`src/core/dtcc_consts.vh`:
```
// Purpose: Constants of the dual timer configuration and control block
// Assumes: Included by bare name from the core design files
// Notes: Byte offsets, field positions, reset values and mode codes
`ifndef DTCC_CONSTS_VH
`define DTCC_CONSTS_VH

// Register byte offsets
`define DTCC_OFS_CFG_ALL 12'h000
`define DTCC_OFS_CFG_SET 12'h004
`define DTCC_OFS_CFG_CLR 12'h008
`define DTCC_OFS_PRESC 12'h010

// Configuration register fields
`define DTCC_B_HOVF 31
`define DTCC_B_HEXT 30
`define DTCC_B_HIGH_RUN_BIT 29
`define DTCC_B_HIGH_STATE_BIT 28
`define DTCC_B_HMD_HI 27
`define DTCC_B_HMD_LO 24
`define DTCC_B_HOVF_EN 23
`define DTCC_B_HEXT_EN 22
`define DTCC_B_DBG 21
`define DTCC_B_HMSTR 20
`define DTCC_B_MRUN 19
`define DTCC_B_HCLK_HI 17
`define DTCC_B_HCLK_LO 16
`define DTCC_B_LOVF 15
`define DTCC_B_LEXT 14
`define DTCC_B_LOW_RUN_BIT 13
`define DTCC_B_LOW_STATE_BIT 12
`define DTCC_B_LMD_HI 10
`define DTCC_B_LMD_LO 8
`define DTCC_B_LOVF_EN 7
`define DTCC_B_LEXT_EN 6
`define DTCC_B_SPLIT 5
`define DTCC_B_LMSTR 4
`define DTCC_B_LOW_CLOCK_SELECT_HI 1
`define DTCC_B_LOW_CLOCK_SELECT_LO 0

`define DTCC_CFG_RESET 32'h0000_0000
`define DTCC_CFG_WMASK 32'hfffb_f7f3

// Prescaler register fields
`define DTCC_B_PRL_HI 7
`define DTCC_B_PRL_LO 0
`define DTCC_B_PCT_HI 23
`define DTCC_B_PCT_LO 16
`define DTCC_PRESC_RESET 8'h00
`define DTCC_PRESC_TOP 8'hff

// Timer modes
`define DTCC_MD_RELOAD 4'h0
`define DTCC_MD_UPDOWN 4'h1
`define DTCC_MD_CAP_FALL 4'h2
`define DTCC_MD_CAP_RISE 4'h3
`define DTCC_MD_CAP_LOW 4'h4
`define DTCC_MD_CAP_HIGH 4'h5
`define DTCC_MD_CAP_DUTY 4'h6
`define DTCC_MD_ONESHOT 4'h7
`define DTCC_MD_SQUARE 4'h8
`define DTCC_MD_PWM 4'h9

// Clock source selects
`define DTCC_CS_BUS 2'h0
`define DTCC_CS_OSC 2'h1
`define DTCC_CS_PRESC 2'h2
`define DTCC_CS_COUNT 2'h3

`endif

```
`src/core/dtcc_edge_sync.v`:
```
// Purpose: Two-stage synchroniser with registered edge pulses
// Assumes: async_i comes from outside the clk_sys_i domain
// Notes: Pulses are one cycle long, two to three cycles after the pin edge
`timescale 1ns/1ps
`default_nettype none
module dtcc_edge_sync (
  input wire clk_sys_i,
  input wire rst_i,
  input wire async_i,
  output wire level_o,
  output wire rise_o,
  output wire fall_o
);
  reg meta_reg;
  reg sync_reg;
  reg last_reg;
  reg rise_reg;
  reg fall_reg;

  // Only sync_reg reads meta_reg
  always @(posedge clk_sys_i) begin
    if (rst_i) begin
      meta_reg <= 1'b0;
      sync_reg <= 1'b0;
      last_reg <= 1'b0;
      rise_reg <= 1'b0;
      fall_reg <= 1'b0;
    end else begin
      meta_reg <= async_i;
      sync_reg <= meta_reg;
      last_reg <= sync_reg;
      rise_reg <= sync_reg & ~last_reg;
      fall_reg <= ~sync_reg & last_reg;
    end
  end

  assign level_o = last_reg;
  assign rise_o = rise_reg;
  assign fall_o = fall_reg;
endmodule // dtcc_edge_sync
`default_nettype wire

```
`src/core/dtcc_config_control.v`:
```
// Purpose: Configuration, flags and run gating of a splittable 32-bit timer
// Assumes: APB slave, zero wait states; counter core lives outside
// Notes: Counter core reports wraps, captures and matches as pulses
// How it works
// - Four-bit high mode: reload, up/down, captures, oneshot, square, PWM
// - Three-bit low mode in split use, reload through oneshot only
// - Split clear gives one 32-bit counter, set gives two 16-bit ones
// - High or 32-bit wrap from all ones sets high overflow flag
// - Capture, down reload or PWM match sets high extra flag, except in reload or square mode
// - Low wrap from all ones sets low overflow flag in any setting
// - Low extra flag like high one, only when split, not reload
// - High run bit plus master gate permits high or 32-bit counting
// - Low run bit counts only when split and master gate allows
// - Master run bit works only in the master instance, driven out
// - Each half's master gate enable demands the shared run line
// - PWM: state clears on overflow, sets on compare match
// - Pulse and duty capture modes set state on leading capture
// - Other modes toggle state on each wrap from all ones
// - PWM and square wave drive the event pin from high state
// - High interrupt from enabled high overflow or extra flag
// - Low interrupt from enabled low overflow or extra flag
// - Debug halt bit set freezes counting while core is halted
// - High clock select: bus, oscillator, prescaler, count input falls
// - Low clock select applies only when split, else high select
// - Set and clear aliases sit four and eight bytes above base
// - Prescaler counts reload to all ones, divides by 256 minus reload
`timescale 1ns/1ps
`default_nettype none
`include "dtcc_consts.vh"
module dtcc_config_control #(
  parameter ADDR_W = 12,
  parameter IS_MASTER = 1
) (
  input wire clk_sys_i,
  input wire rst_i,
  // APB slave
  input wire psel_i,
  input wire penable_i,
  input wire pwrite_i,
  input wire [ADDR_W-1:0] paddr_i,
  input wire [31:0] pwdata_i,
  input wire [3:0] pstrb_i,
  output wire [31:0] prdata_o,
  output wire pready_o,
  output wire pslverr_o,
  // Shared master run line
  input wire master_run_line_i,
  output wire master_run_line_o,
  // Processor debug state, same clock
  input wire debug_halted_i,
  // Pins from outside the clock domain
  input wire ext_osc_i,
  input wire count_input_signal_i,
  input wire external_event_pin_i,
  output wire external_event_pin_o,
  output wire external_event_pin_oe_n_o,
  // Events reported by the counter core
  input wire high_wrap_i,
  input wire high_capture_i,
  input wire high_down_reload_i,
  input wire high_match_i,
  input wire high_run_set_i,
  input wire high_run_clr_i,
  input wire low_wrap_i,
  input wire low_capture_i,
  input wire low_down_reload_i,
  input wire low_match_i,
  input wire low_run_set_i,
  input wire low_run_clr_i,
  // Controls towards the counter core
  output wire high_count_en_o,
  output wire low_count_en_o,
  output wire split_enable_o,
  output wire [3:0] high_mode_field_o,
  output wire [2:0] low_mode_field_o,
  output wire event_rise_o,
  output wire event_fall_o,
  output wire event_level_o,
  // Interrupt requests
  output wire high_irq_o,
  output wire low_irq_o
);

  // Decoders shared by both halves, plus the bus byte-lane mask
  function is_pulse_cap;
    input [3:0] mode;
    begin
      is_pulse_cap = (mode == `DTCC_MD_CAP_LOW) ||
                     (mode == `DTCC_MD_CAP_HIGH) ||
                     (mode == `DTCC_MD_CAP_DUTY);
    end
  endfunction

  function extra_allowed;
    input [3:0] mode;
    begin
      extra_allowed = (mode != `DTCC_MD_RELOAD) &&
                      (mode != `DTCC_MD_SQUARE);
    end
  endfunction

  function extra_event;
    input [3:0] mode;
    input capture;
    input down_reload;
    input match;
    begin
      extra_event = extra_allowed(mode) &&
                    (capture || down_reload ||
                     (match && (mode == `DTCC_MD_PWM)));
    end
  endfunction

  function tick_sel;
    input [1:0] sel;
    input osc_tick;
    input presc_tick;
    input count_tick;
    begin
      case (sel)
        `DTCC_CS_BUS: tick_sel = 1'b1;
        `DTCC_CS_OSC: tick_sel = osc_tick;
        `DTCC_CS_PRESC: tick_sel = presc_tick;
        `DTCC_CS_COUNT: tick_sel = count_tick;
        default: tick_sel = 1'b0;
      endcase
    end
  endfunction

  function [31:0] lane_mask;
    input [3:0] strb;
    begin
      lane_mask = {{8{strb[3]}}, {8{strb[2]}}, {8{strb[1]}}, {8{strb[0]}}};
    end
  endfunction

  reg [31:0] cfg_reg;
  reg [31:0] cfg_next;
  reg [7:0] presc_rl_reg;
  reg [7:0] presc_rl_next;
  reg [7:0] presc_cnt_reg;
  reg presc_tick_reg;
  reg [31:0] rdata_reg;
  reg [31:0] rdata_next;
  reg pin_out_reg;
  reg pin_oe_n_reg;
  wire [31:0] wmask;
  wire [31:0] wbits;
  wire access;
  wire wr_all;
  wire wr_set;
  wire wr_clr;
  wire wr_presc;
  wire addr_ok;
  wire [2:0] sync_in;
  wire [2:0] sync_level;
  wire [2:0] sync_rise;
  wire [2:0] sync_fall;
  wire osc_tick;
  wire count_tick;
  wire [3:0] high_mode;
  wire [3:0] low_mode;
  wire split;
  wire master_line;
  wire freeze;
  wire high_gate;
  wire low_gate;
  wire [1:0] low_sel;
  wire hext_set;
  wire lext_set;

  // Bus decode; the slave never inserts wait states
  assign access = psel_i & penable_i;
  assign addr_ok = (paddr_i == `DTCC_OFS_CFG_ALL) ||
                   (paddr_i == `DTCC_OFS_CFG_SET) ||
                   (paddr_i == `DTCC_OFS_CFG_CLR) ||
                   (paddr_i == `DTCC_OFS_PRESC);
  assign pready_o = 1'b1;
  assign pslverr_o = access & ~addr_ok;
  assign wr_all = access & pwrite_i & (paddr_i == `DTCC_OFS_CFG_ALL);
  assign wr_set = access & pwrite_i & (paddr_i == `DTCC_OFS_CFG_SET);
  assign wr_clr = access & pwrite_i & (paddr_i == `DTCC_OFS_CFG_CLR);
  assign wr_presc = access & pwrite_i & (paddr_i == `DTCC_OFS_PRESC);
  // Reserved bits never store, so they always read as zero
  assign wmask = lane_mask(pstrb_i) & `DTCC_CFG_WMASK;
  assign wbits = pwdata_i & wmask;

  // Pin inputs: oscillator, count input, event pin
  assign sync_in = {external_event_pin_i, count_input_signal_i, ext_osc_i};

  genvar gi;
  generate
    for (gi = 0; gi < 3; gi = gi + 1) begin : g_sync
      dtcc_edge_sync u_sync (
        .clk_sys_i(clk_sys_i),
        .rst_i(rst_i),
        .async_i(sync_in[gi]),
        .level_o(sync_level[gi]),
        .rise_o(sync_rise[gi]),
        .fall_o(sync_fall[gi])
      );
    end
  endgenerate

  assign osc_tick = sync_rise[0];
  assign count_tick = sync_fall[1];
  assign event_rise_o = sync_rise[2];
  assign event_fall_o = sync_fall[2];
  assign event_level_o = sync_level[2];

  // Mode and split decode
  assign split = cfg_reg[`DTCC_B_SPLIT];
  assign high_mode = cfg_reg[`DTCC_B_HMD_HI:`DTCC_B_HMD_LO];
  // Low field tops out at oneshot, so square and PWM stay high-only
  assign low_mode = {1'b0, cfg_reg[`DTCC_B_LMD_HI:`DTCC_B_LMD_LO]};
  assign split_enable_o = split;
  assign high_mode_field_o = high_mode;
  assign low_mode_field_o = cfg_reg[`DTCC_B_LMD_HI:`DTCC_B_LMD_LO];

  // Only the master instance drives the shared line
  assign master_run_line_o = (IS_MASTER != 0) ?
                             cfg_reg[`DTCC_B_MRUN] : 1'b0;
  assign master_line = (IS_MASTER != 0) ?
                       cfg_reg[`DTCC_B_MRUN] : master_run_line_i;

  // Run gating
  assign freeze = cfg_reg[`DTCC_B_DBG] & debug_halted_i;
  assign high_gate = cfg_reg[`DTCC_B_HIGH_RUN_BIT] &
                     (~cfg_reg[`DTCC_B_HMSTR] | master_line);
  assign low_gate = split ?
                    (cfg_reg[`DTCC_B_LOW_RUN_BIT] &
                     (~cfg_reg[`DTCC_B_LMSTR] | master_line)) :
                    high_gate;
  assign low_sel = split ? cfg_reg[`DTCC_B_LOW_CLOCK_SELECT_HI:`DTCC_B_LOW_CLOCK_SELECT_LO] :
                   cfg_reg[`DTCC_B_HCLK_HI:`DTCC_B_HCLK_LO];
  assign high_count_en_o = high_gate & ~freeze &
                           tick_sel(cfg_reg[`DTCC_B_HCLK_HI:`DTCC_B_HCLK_LO],
                                    osc_tick, presc_tick_reg,
                                    count_tick);
  assign low_count_en_o = low_gate & ~freeze &
                          tick_sel(low_sel, osc_tick, presc_tick_reg,
                                   count_tick);

  // Interrupt requests
  assign high_irq_o = (cfg_reg[`DTCC_B_HOVF] & cfg_reg[`DTCC_B_HOVF_EN]) |
                      (cfg_reg[`DTCC_B_HEXT] &
                       cfg_reg[`DTCC_B_HEXT_EN]);
  assign low_irq_o = (cfg_reg[`DTCC_B_LOVF] & cfg_reg[`DTCC_B_LOVF_EN]) |
                     (cfg_reg[`DTCC_B_LEXT] &
                      cfg_reg[`DTCC_B_LEXT_EN]);

  // Extra flag causes
  assign hext_set = extra_event(high_mode, high_capture_i,
                                high_down_reload_i, high_match_i);
  assign lext_set = split &
                    extra_event(low_mode, low_capture_i,
                                low_down_reload_i, low_match_i);

  // Configuration next value: software first, then hardware on top
  always @* begin
    cfg_next = cfg_reg;
    if (wr_all) begin
      cfg_next = (cfg_reg & ~wmask) | wbits;
    end else if (wr_set) begin
      cfg_next = cfg_reg | wbits;
    end else if (wr_clr) begin
      cfg_next = cfg_reg & ~wbits;
    end
    if (IS_MASTER == 0) begin
      cfg_next[`DTCC_B_MRUN] = 1'b0;
    end
    // Flag set beats a clear landing in the same cycle
    if (high_wrap_i) begin
      cfg_next[`DTCC_B_HOVF] = 1'b1;
    end
    if (hext_set) begin
      cfg_next[`DTCC_B_HEXT] = 1'b1;
    end
    if (low_wrap_i) begin
      cfg_next[`DTCC_B_LOVF] = 1'b1;
    end
    if (lext_set) begin
      cfg_next[`DTCC_B_LEXT] = 1'b1;
    end
    // Run bits moved by oneshot and capture sequences in the core
    if (high_run_clr_i) begin
      cfg_next[`DTCC_B_HIGH_RUN_BIT] = 1'b0;
    end else if (high_run_set_i) begin
      cfg_next[`DTCC_B_HIGH_RUN_BIT] = 1'b1;
    end
    if (low_run_clr_i) begin
      cfg_next[`DTCC_B_LOW_RUN_BIT] = 1'b0;
    end else if (low_run_set_i) begin
      cfg_next[`DTCC_B_LOW_RUN_BIT] = 1'b1;
    end
    // High state bit
    if (high_mode == `DTCC_MD_PWM) begin
      if (high_wrap_i) begin
        cfg_next[`DTCC_B_HIGH_STATE_BIT] = 1'b0;
      end else if (high_match_i) begin
        cfg_next[`DTCC_B_HIGH_STATE_BIT] = 1'b1;
      end
    end else if (is_pulse_cap(high_mode)) begin
      if (high_capture_i) begin
        cfg_next[`DTCC_B_HIGH_STATE_BIT] = 1'b1;
      end
    end else if (high_wrap_i) begin
      cfg_next[`DTCC_B_HIGH_STATE_BIT] = ~cfg_reg[`DTCC_B_HIGH_STATE_BIT];
    end
    // Low state bit; low mode cannot be PWM
    if (split && is_pulse_cap(low_mode)) begin
      if (low_capture_i) begin
        cfg_next[`DTCC_B_LOW_STATE_BIT] = 1'b1;
      end
    end else if (low_wrap_i) begin
      cfg_next[`DTCC_B_LOW_STATE_BIT] = ~cfg_reg[`DTCC_B_LOW_STATE_BIT];
    end
  end

  // Prescaler reload, byte lane 0 only
  always @* begin
    presc_rl_next = presc_rl_reg;
    if (wr_presc && pstrb_i[0]) begin
      presc_rl_next = pwdata_i[`DTCC_B_PRL_HI:`DTCC_B_PRL_LO];
    end
  end

  // Read data is sampled in the setup cycle
  always @* begin
    rdata_next = 32'h0000_0000;
    case (paddr_i)
      `DTCC_OFS_CFG_ALL: rdata_next = cfg_reg;
      `DTCC_OFS_CFG_SET: rdata_next = cfg_reg;
      `DTCC_OFS_CFG_CLR: rdata_next = cfg_reg;
      `DTCC_OFS_PRESC: begin
        rdata_next[`DTCC_B_PRL_HI:`DTCC_B_PRL_LO] = presc_rl_reg;
        rdata_next[`DTCC_B_PCT_HI:`DTCC_B_PCT_LO] = presc_cnt_reg;
      end
      default: rdata_next = 32'h0000_0000;
    endcase
  end

  always @(posedge clk_sys_i) begin
    if (rst_i) begin
      cfg_reg <= `DTCC_CFG_RESET;
      presc_rl_reg <= `DTCC_PRESC_RESET;
      rdata_reg <= 32'h0000_0000;
    end else begin
      cfg_reg <= cfg_next;
      presc_rl_reg <= presc_rl_next;
      if (psel_i && !penable_i && !pwrite_i) begin
        rdata_reg <= rdata_next;
      end
    end
  end

  // Free-running divider: one tick each 256 minus reload cycles
  always @(posedge clk_sys_i) begin
    if (rst_i) begin
      presc_cnt_reg <= `DTCC_PRESC_RESET;
      presc_tick_reg <= 1'b0;
    end else if (presc_cnt_reg == `DTCC_PRESC_TOP) begin
      presc_cnt_reg <= presc_rl_reg;
      presc_tick_reg <= 1'b1;
    end else begin
      presc_cnt_reg <= presc_cnt_reg + 8'h01;
      presc_tick_reg <= 1'b0;
    end
  end

  // Event pin driver; registered so the pin never glitches on mode writes
  always @(posedge clk_sys_i) begin
    if (rst_i) begin
      pin_out_reg <= 1'b0;
      pin_oe_n_reg <= 1'b1;
    end else if ((high_mode == `DTCC_MD_PWM) ||
                 (high_mode == `DTCC_MD_SQUARE)) begin
      pin_out_reg <= cfg_reg[`DTCC_B_HIGH_STATE_BIT];
      pin_oe_n_reg <= 1'b0;
    end else begin
      pin_out_reg <= 1'b0;
      pin_oe_n_reg <= 1'b1;
    end
  end

  assign prdata_o = rdata_reg;
  assign external_event_pin_o = pin_out_reg;
  assign external_event_pin_oe_n_o = pin_oe_n_reg;
endmodule // dtcc_config_control
`default_nettype wire

```
`config.mk`:
```
export PLATFORM = sky130hd
export DESIGN_NAME = dtcc_config_control
export DESIGN_NICKNAME = d
export VERILOG_FILES = /design/src/core/dtcc_edge_sync.v /design/src/core/dtcc_config_control.v
export VERILOG_INCLUDE_DIRS = /design/src /design/src/core
export SDC_FILE = /design/constraint.sdc
export NUM_CORES = 1
export LEC_CHECK = 0
export BUFFER_PORTS_ARGS = -buffer_cell sky130_fd_sc_hd__buf_2
export CAP_MARGIN = 20
export CORE_UTILIZATION = 35
export DETAILED_ROUTE_END_ITERATION = 8
export HOLD_SLACK_MARGIN = 0.08
export MAX_ROUTING_LAYER = met4
export SKIP_LAST_GASP = 1
export SLEW_MARGIN = 20
export SYNTH_ARGS = -nofsm -noshare
export SYNTH_HDL_FRONTEND = slang
export SYNTH_SLANG_ARGS = --single-unit
```
`constraint.sdc`:
```
create_clock -name clk_sys_i -period 1.7 [get_ports clk_sys_i]
set_input_delay 0.085 -clock clk_sys_i [delete_from_list [all_inputs] [get_ports clk_sys_i]]
set_output_delay 0.085 -clock clk_sys_i [all_outputs]
set_load 0.02 [all_outputs]
```
==> Yosys cells after proc, flatten, opt, wreduce, memory -nomap -nowiden <==
Index checks and enable logic that the tools add are counted.
{ "totals": {"register_bits": 96, "input_bits": 70, "output_inout_bits": 52, "elab_cells": 158} }
{ "classes": {"addsub": 1, "eq_ne": 19, "mux": 29, "bitwise": 45, "reduce_logical": 37} }
{ "op_table": {"columns": ["op", "count"], "rows": [
  ["32-bit AND", 3],
  ["32-bit two-way mux", 3],
  ["32-bit NOT", 2],
  ["32-bit bitwise OR", 2],
  ["8-bit case mux with 2 select lines", 2],
  ["4-bit nonzero test", 8],
  ["8-bit two-way mux", 3],
  ["1-bit AND", 23],
  ["1-bit two-way mux", 18],
  ["12-bit by 3-bit equality test with 1-bit output (second input constant)", 1],
  ["12-bit by 4-bit equality test with 1-bit output (second input constant)", 1],
  ["12-bit by 5-bit equality test with 1-bit output (second input constant)", 1],
  ["4-bit by 3-bit equality test with 1-bit output (second input constant)", 3],
  ["12-bit logical NOT", 1],
  ["1-bit logical OR", 11],
  ["1-bit NOT", 11],
  ["3-bit equality test (second input constant)", 3],
  ["8-bit by 1-bit adder with 8-bit output (second input constant)", 1],
  ["2-bit equality test (second input constant)", 4],
  ["4-bit equality test (second input constant)", 2],
  ["8-bit equality test (second input constant)", 1],
  ["1-bit logical AND", 8],
  ["1-bit case mux with 4 select lines", 2],
  ["2-bit OR reduction", 3],
  ["other kinds (8)", 14]
]} }

==> Longest topological paths before layout <==
{ "logic_depth": {"ltp_word": 9, "ltp_mapped": 8, "ltp_nobuf": 6} }

==> Cells and area by module <==
A second synthesis with hierarchy kept.
{ "unflattened": {"cells_unflattened": 455, "hier_area_um2": 3996.3} }
{ "modules_own_cells": {"columns": ["module", "instances", "cells_each", "area_per_inst_um2", "seq_area_each_um2"], "rows": [
  ["dtcc_config_control", 1, 425, 3594.7, 1561.5],
  ["dtcc_edge_sync", 3, 10, 133.9, 100.1]
]} }

==> Least setup slack after synthesis <==
Ideal clock, no wire load.
{ "synth_timing": {"path_kind": "flip-flop to output port", "start": "register (tool-made name)", "end": "output port high_count_en_o", "arrival_time_ns": 1.661, "required_time_ns": 1.615, "setup_slack_ns": -0.046, "path_stages_with_launch": 3, "n_path_buf": 0, "cell_sequence": "dfxtp_1 > o21ai_0 > a2111oi_0"} }
{ "synth_lines": {"columns": ["item", "line", "text"], "rows": [
  ["to (decl)", "dtcc_config_control.v:71", "output wire high_count_en_o,"]
]} }

==> summary.txt <==
Status
  – Outcome: finished clean

Synthesis
  – Asr flop ratio synth: 0%
  – Post-Syn Area: 0.003995 mm2
  – YS warnings: 0
  – EDFF count, synth: 0
  – Synthesized netlist net count: 493
  – Ys flop type: dfxtp_1
  – Mapped Cells: 422
  – Unique cell type count in the Yosys netlist: 52
  – Syn Area/Cell: 9.467 um2
  – Post-synthesis sequential area ratio: 45.60%
  – #FFs+latches synth: 91

Clock tree
  – Clock sink total: 91
  – Clk_lat worst skew: 0.34 ns
  – Num CTS Buffers: 9
  – Clock root cell: clkbuf_16
  – Clk slew on worst S/H paths: 0.06 ns
  – H-tree Lvls: 3
  – CTS tree: yes
  – Clk buf depth: 2

Global route
  – Largest net degree at the start of global routing: 32
  – Antenna violations before repair: 0
  – GRT Util Overall: 21.55%
  – Total grt overflow: 0
  – Number of global-route vias before repair: 3626
  – First-pass GRT wire length: 18670 um

Die
  – Die Height: 108.8 um
  – Rows: 38
  – Ports: 122
  – Die area: 0.01185 mm2
  – Starting Density: 36.38%
  – Core ar.: 0.01098 mm2
  – Die width: 108.8 um

Worst setup path
  – Critical path startpoint category: register
  – Worst EP arrival: 1.57 ns
  – Crit Path Category: reg2out
  – Max FO, Critical Path: 5
  – Worst EP required: 1.62 ns
  – Crit path largest cell delay: 0.41 ns
  – Worst Setup End Kind: output port
  – Slowest-stage cell, CP: dfxtp_4
  – Crit path cell chain: mux2_2 > a211oi_2 > buf_4

Power and ir drop
  – Pleak: 2.315 nW
  – Overall power: 0.004576 W
  – Seq pwr share: 47.6%
  – Psw: 0.001030 W
  – VDD IR max: 0.5764 mV
  – Clock group share of total power: 44.4%
  – Combinational power share: 8.0%
  – PwrDens: 834.5 mW/mm2
  – Sw frac: 22.50%
  – Internal Power: 0.003547 W

Min path
  – Worst min path class: in2reg

Layout
  – ANT cells: 0
  – Nets@finish: 645
  – Final instance area: 0.005484 mm2
  – Area delta synth->final: 37.27%
  – Share of cells above drive strength 1: 30.74%

Placed design
  – Port Buffers: 115
  – Dpl hpwl: 9135 um
  – GPL Wtd Cong: 0.8933
  – Post-Place Worst Slack: 0.03222 ns
  – Placed Area: 0.004816 mm2

Route
  – Drt wl/cell: 16.75 um
  – Post-DR vias/cell: 5.363
  – Post-DRT Antenna Nets: 0
  – Drt first pass iters: 5
  – DR vias: 3856
  – Residual DRC: 0
  – Final wirelength: 12040 um
  – Iter 0 DRT Violations: 270

Job
  – Total of max-cap violations: 0

Timing
  – Max Clock Freq: 0.6051 GHz
  – Final slew viol count: 0
  – Final Cycle Share: 97.22%
  – Hold Fails Final Rpt: 0
  – Fin Clk Skew: 0.006939 ns
  – Clock period minus worst slack: 1.653 ns
  – Hold_ws: 0.08765 ns
  – Post-route setup slack: 0.04727 ns
  – RSZ-0062 raised after global routing: no
  – Final setup vio count: 0
  – Setup TNS: 0 ns
-- metal layers --
metal	vias up	part of all wire [%]	global-route usage, %
met5	-	0	-
met4	0	2.1	8.977
met3	21	4.8	3.527
met2	109	47	33.09
met1	1849	46	28.05
li1	1877	-	-
-- placed cells by master, fill, tap and decap left out, drive strengths merged, types with 11 or more instances in the layout --
cell	instances
buf	147
dfxtp	91
nor2	54
dlygate4sd3	32
a22oi	29
a32o	18
a22o	17
nor2b	15
o211ai	14
mux2i	13
o21ai	13
and3	12
clkbuf	12
nand2	11
nand3	11
-- synth_stat cells, types with 2 or more instances --
cell       number  area, um2
a31oi_1         6      37.54
mux2i_1        13      130.1
and4_1          2      17.52
a21oi_1         8      40.04
nor3_1          4      20.02
o211ai_1       14      105.1
buf_2           5      25.02
nand3_1        11      55.05
a211oi_1        9      67.56
mux2_2          2      22.52
nor2b_1        15      93.84
a22o_1         17      148.9
conb_1          2      7.510
clkbuf_1       21      78.83
a21o_1          2      15.01
xnor2_1         2      17.52
a22oi_1        29      217.7
and3_1         12      75.07
nor2_1         53      198.9
nor4b_4         2      47.55
and2_1          4      25.02
nand2_1        11      41.29
nor3b_1         6      45.04
a32o_1         18      180.2
inv_1           6      22.52
nand4_1         2      12.51
nand2b_1        8      50.05
a311oi_1        3      26.28
dfxtp_1        91       1822
buf_4          10      75.07
o21ai_0        12      60.06
o2111ai_1       2      17.52
-- power by group through the flow --
stage               registers [W]  logic, W  clock network [W]
floorplan                 0.00222  0.000136                  0
global placement          0.00223  0.000300                  0
detailed placement        0.00223  0.000303                  0
CTS                       0.00218  0.000363            0.00207
global route              0.00218  0.000396            0.00215
finish                    0.00218  0.000364            0.00203
-- final timing paths --
| kind | start | end | slack (ns) | cells after the start |
|---|---|---|---|---|
| setup / recovery | register | low_count_en_o | 0.05 | 3 |
| hold / removal | pwdata_i[28] | cfg_reg[28]$_SDFF_PP0_ | 0.09 | 3 |
| setup reg to reg | register | cfg_reg[28]$_SDFF_PP0_ | 0.13 | 5 |
| hold reg to reg | g_sync[0].u_sync.level_o$_SDFF_PP0_ | g_sync[0].u_sync.rise_o$_SDFF_PP0_ | 0.39 | 1 |
-- critical path: cells and delay by family, from the launching register on --
kind / cells / cell delay (ns)
flops: 1 / 0.41
mux: 1 / 0.39
compound gates: 1 / 0.25
buf+inv: 1 / 0.18
-- cell type report --
cell class	instances	area, um2
fillers	1052	5499
multi-input cells	287	1989
flip-flops and latches	91	1828
well taps	140	175.2
clock inverters	4	48.80
clock buffers	12	256.5
inverters	6	22.52
repair buffers	179	1164
-- through the flow --
stage	utilization [%]	instances
2_1_floorplan	-	422
5_1_grt	49.93	719
6_report	49.93	719
4_1_cts	49.74	719
3_5_place_dp	43.85	670
3_3_place_gp	43.85	670
-- cells by family (layout without fill, tap and decap cells) --
family	after synthesis	in the layout	synth area share, %
AO/OA/AOI/OAI	130	130	25.02
buffers and inverters	44	201	5.418
multiplexers	15	15	3.821
flip-flops	91	91	45.60
adder cells (fa/ha/maj)	1	1	0.3131
XOR/XNOR	3	3	0.6578
AND/OR/NAND/NOR	136	136	18.98
other	2	2	0.1880
-- what timing repair did --
| action | CTS | global route |
|---|---|---|
| pin swaps | 0 | 2 |
| gates resized for setup | 6 | 5 |
| endpoints found under the hold margin | 38 | 0 |
| setup buffers | 1 | 0 |
| hold buffers | 32 | 0 |
| endpoints found under the setup margin | 1 | 1 |
Note: power is estimated with default switching activity, not from simulation.
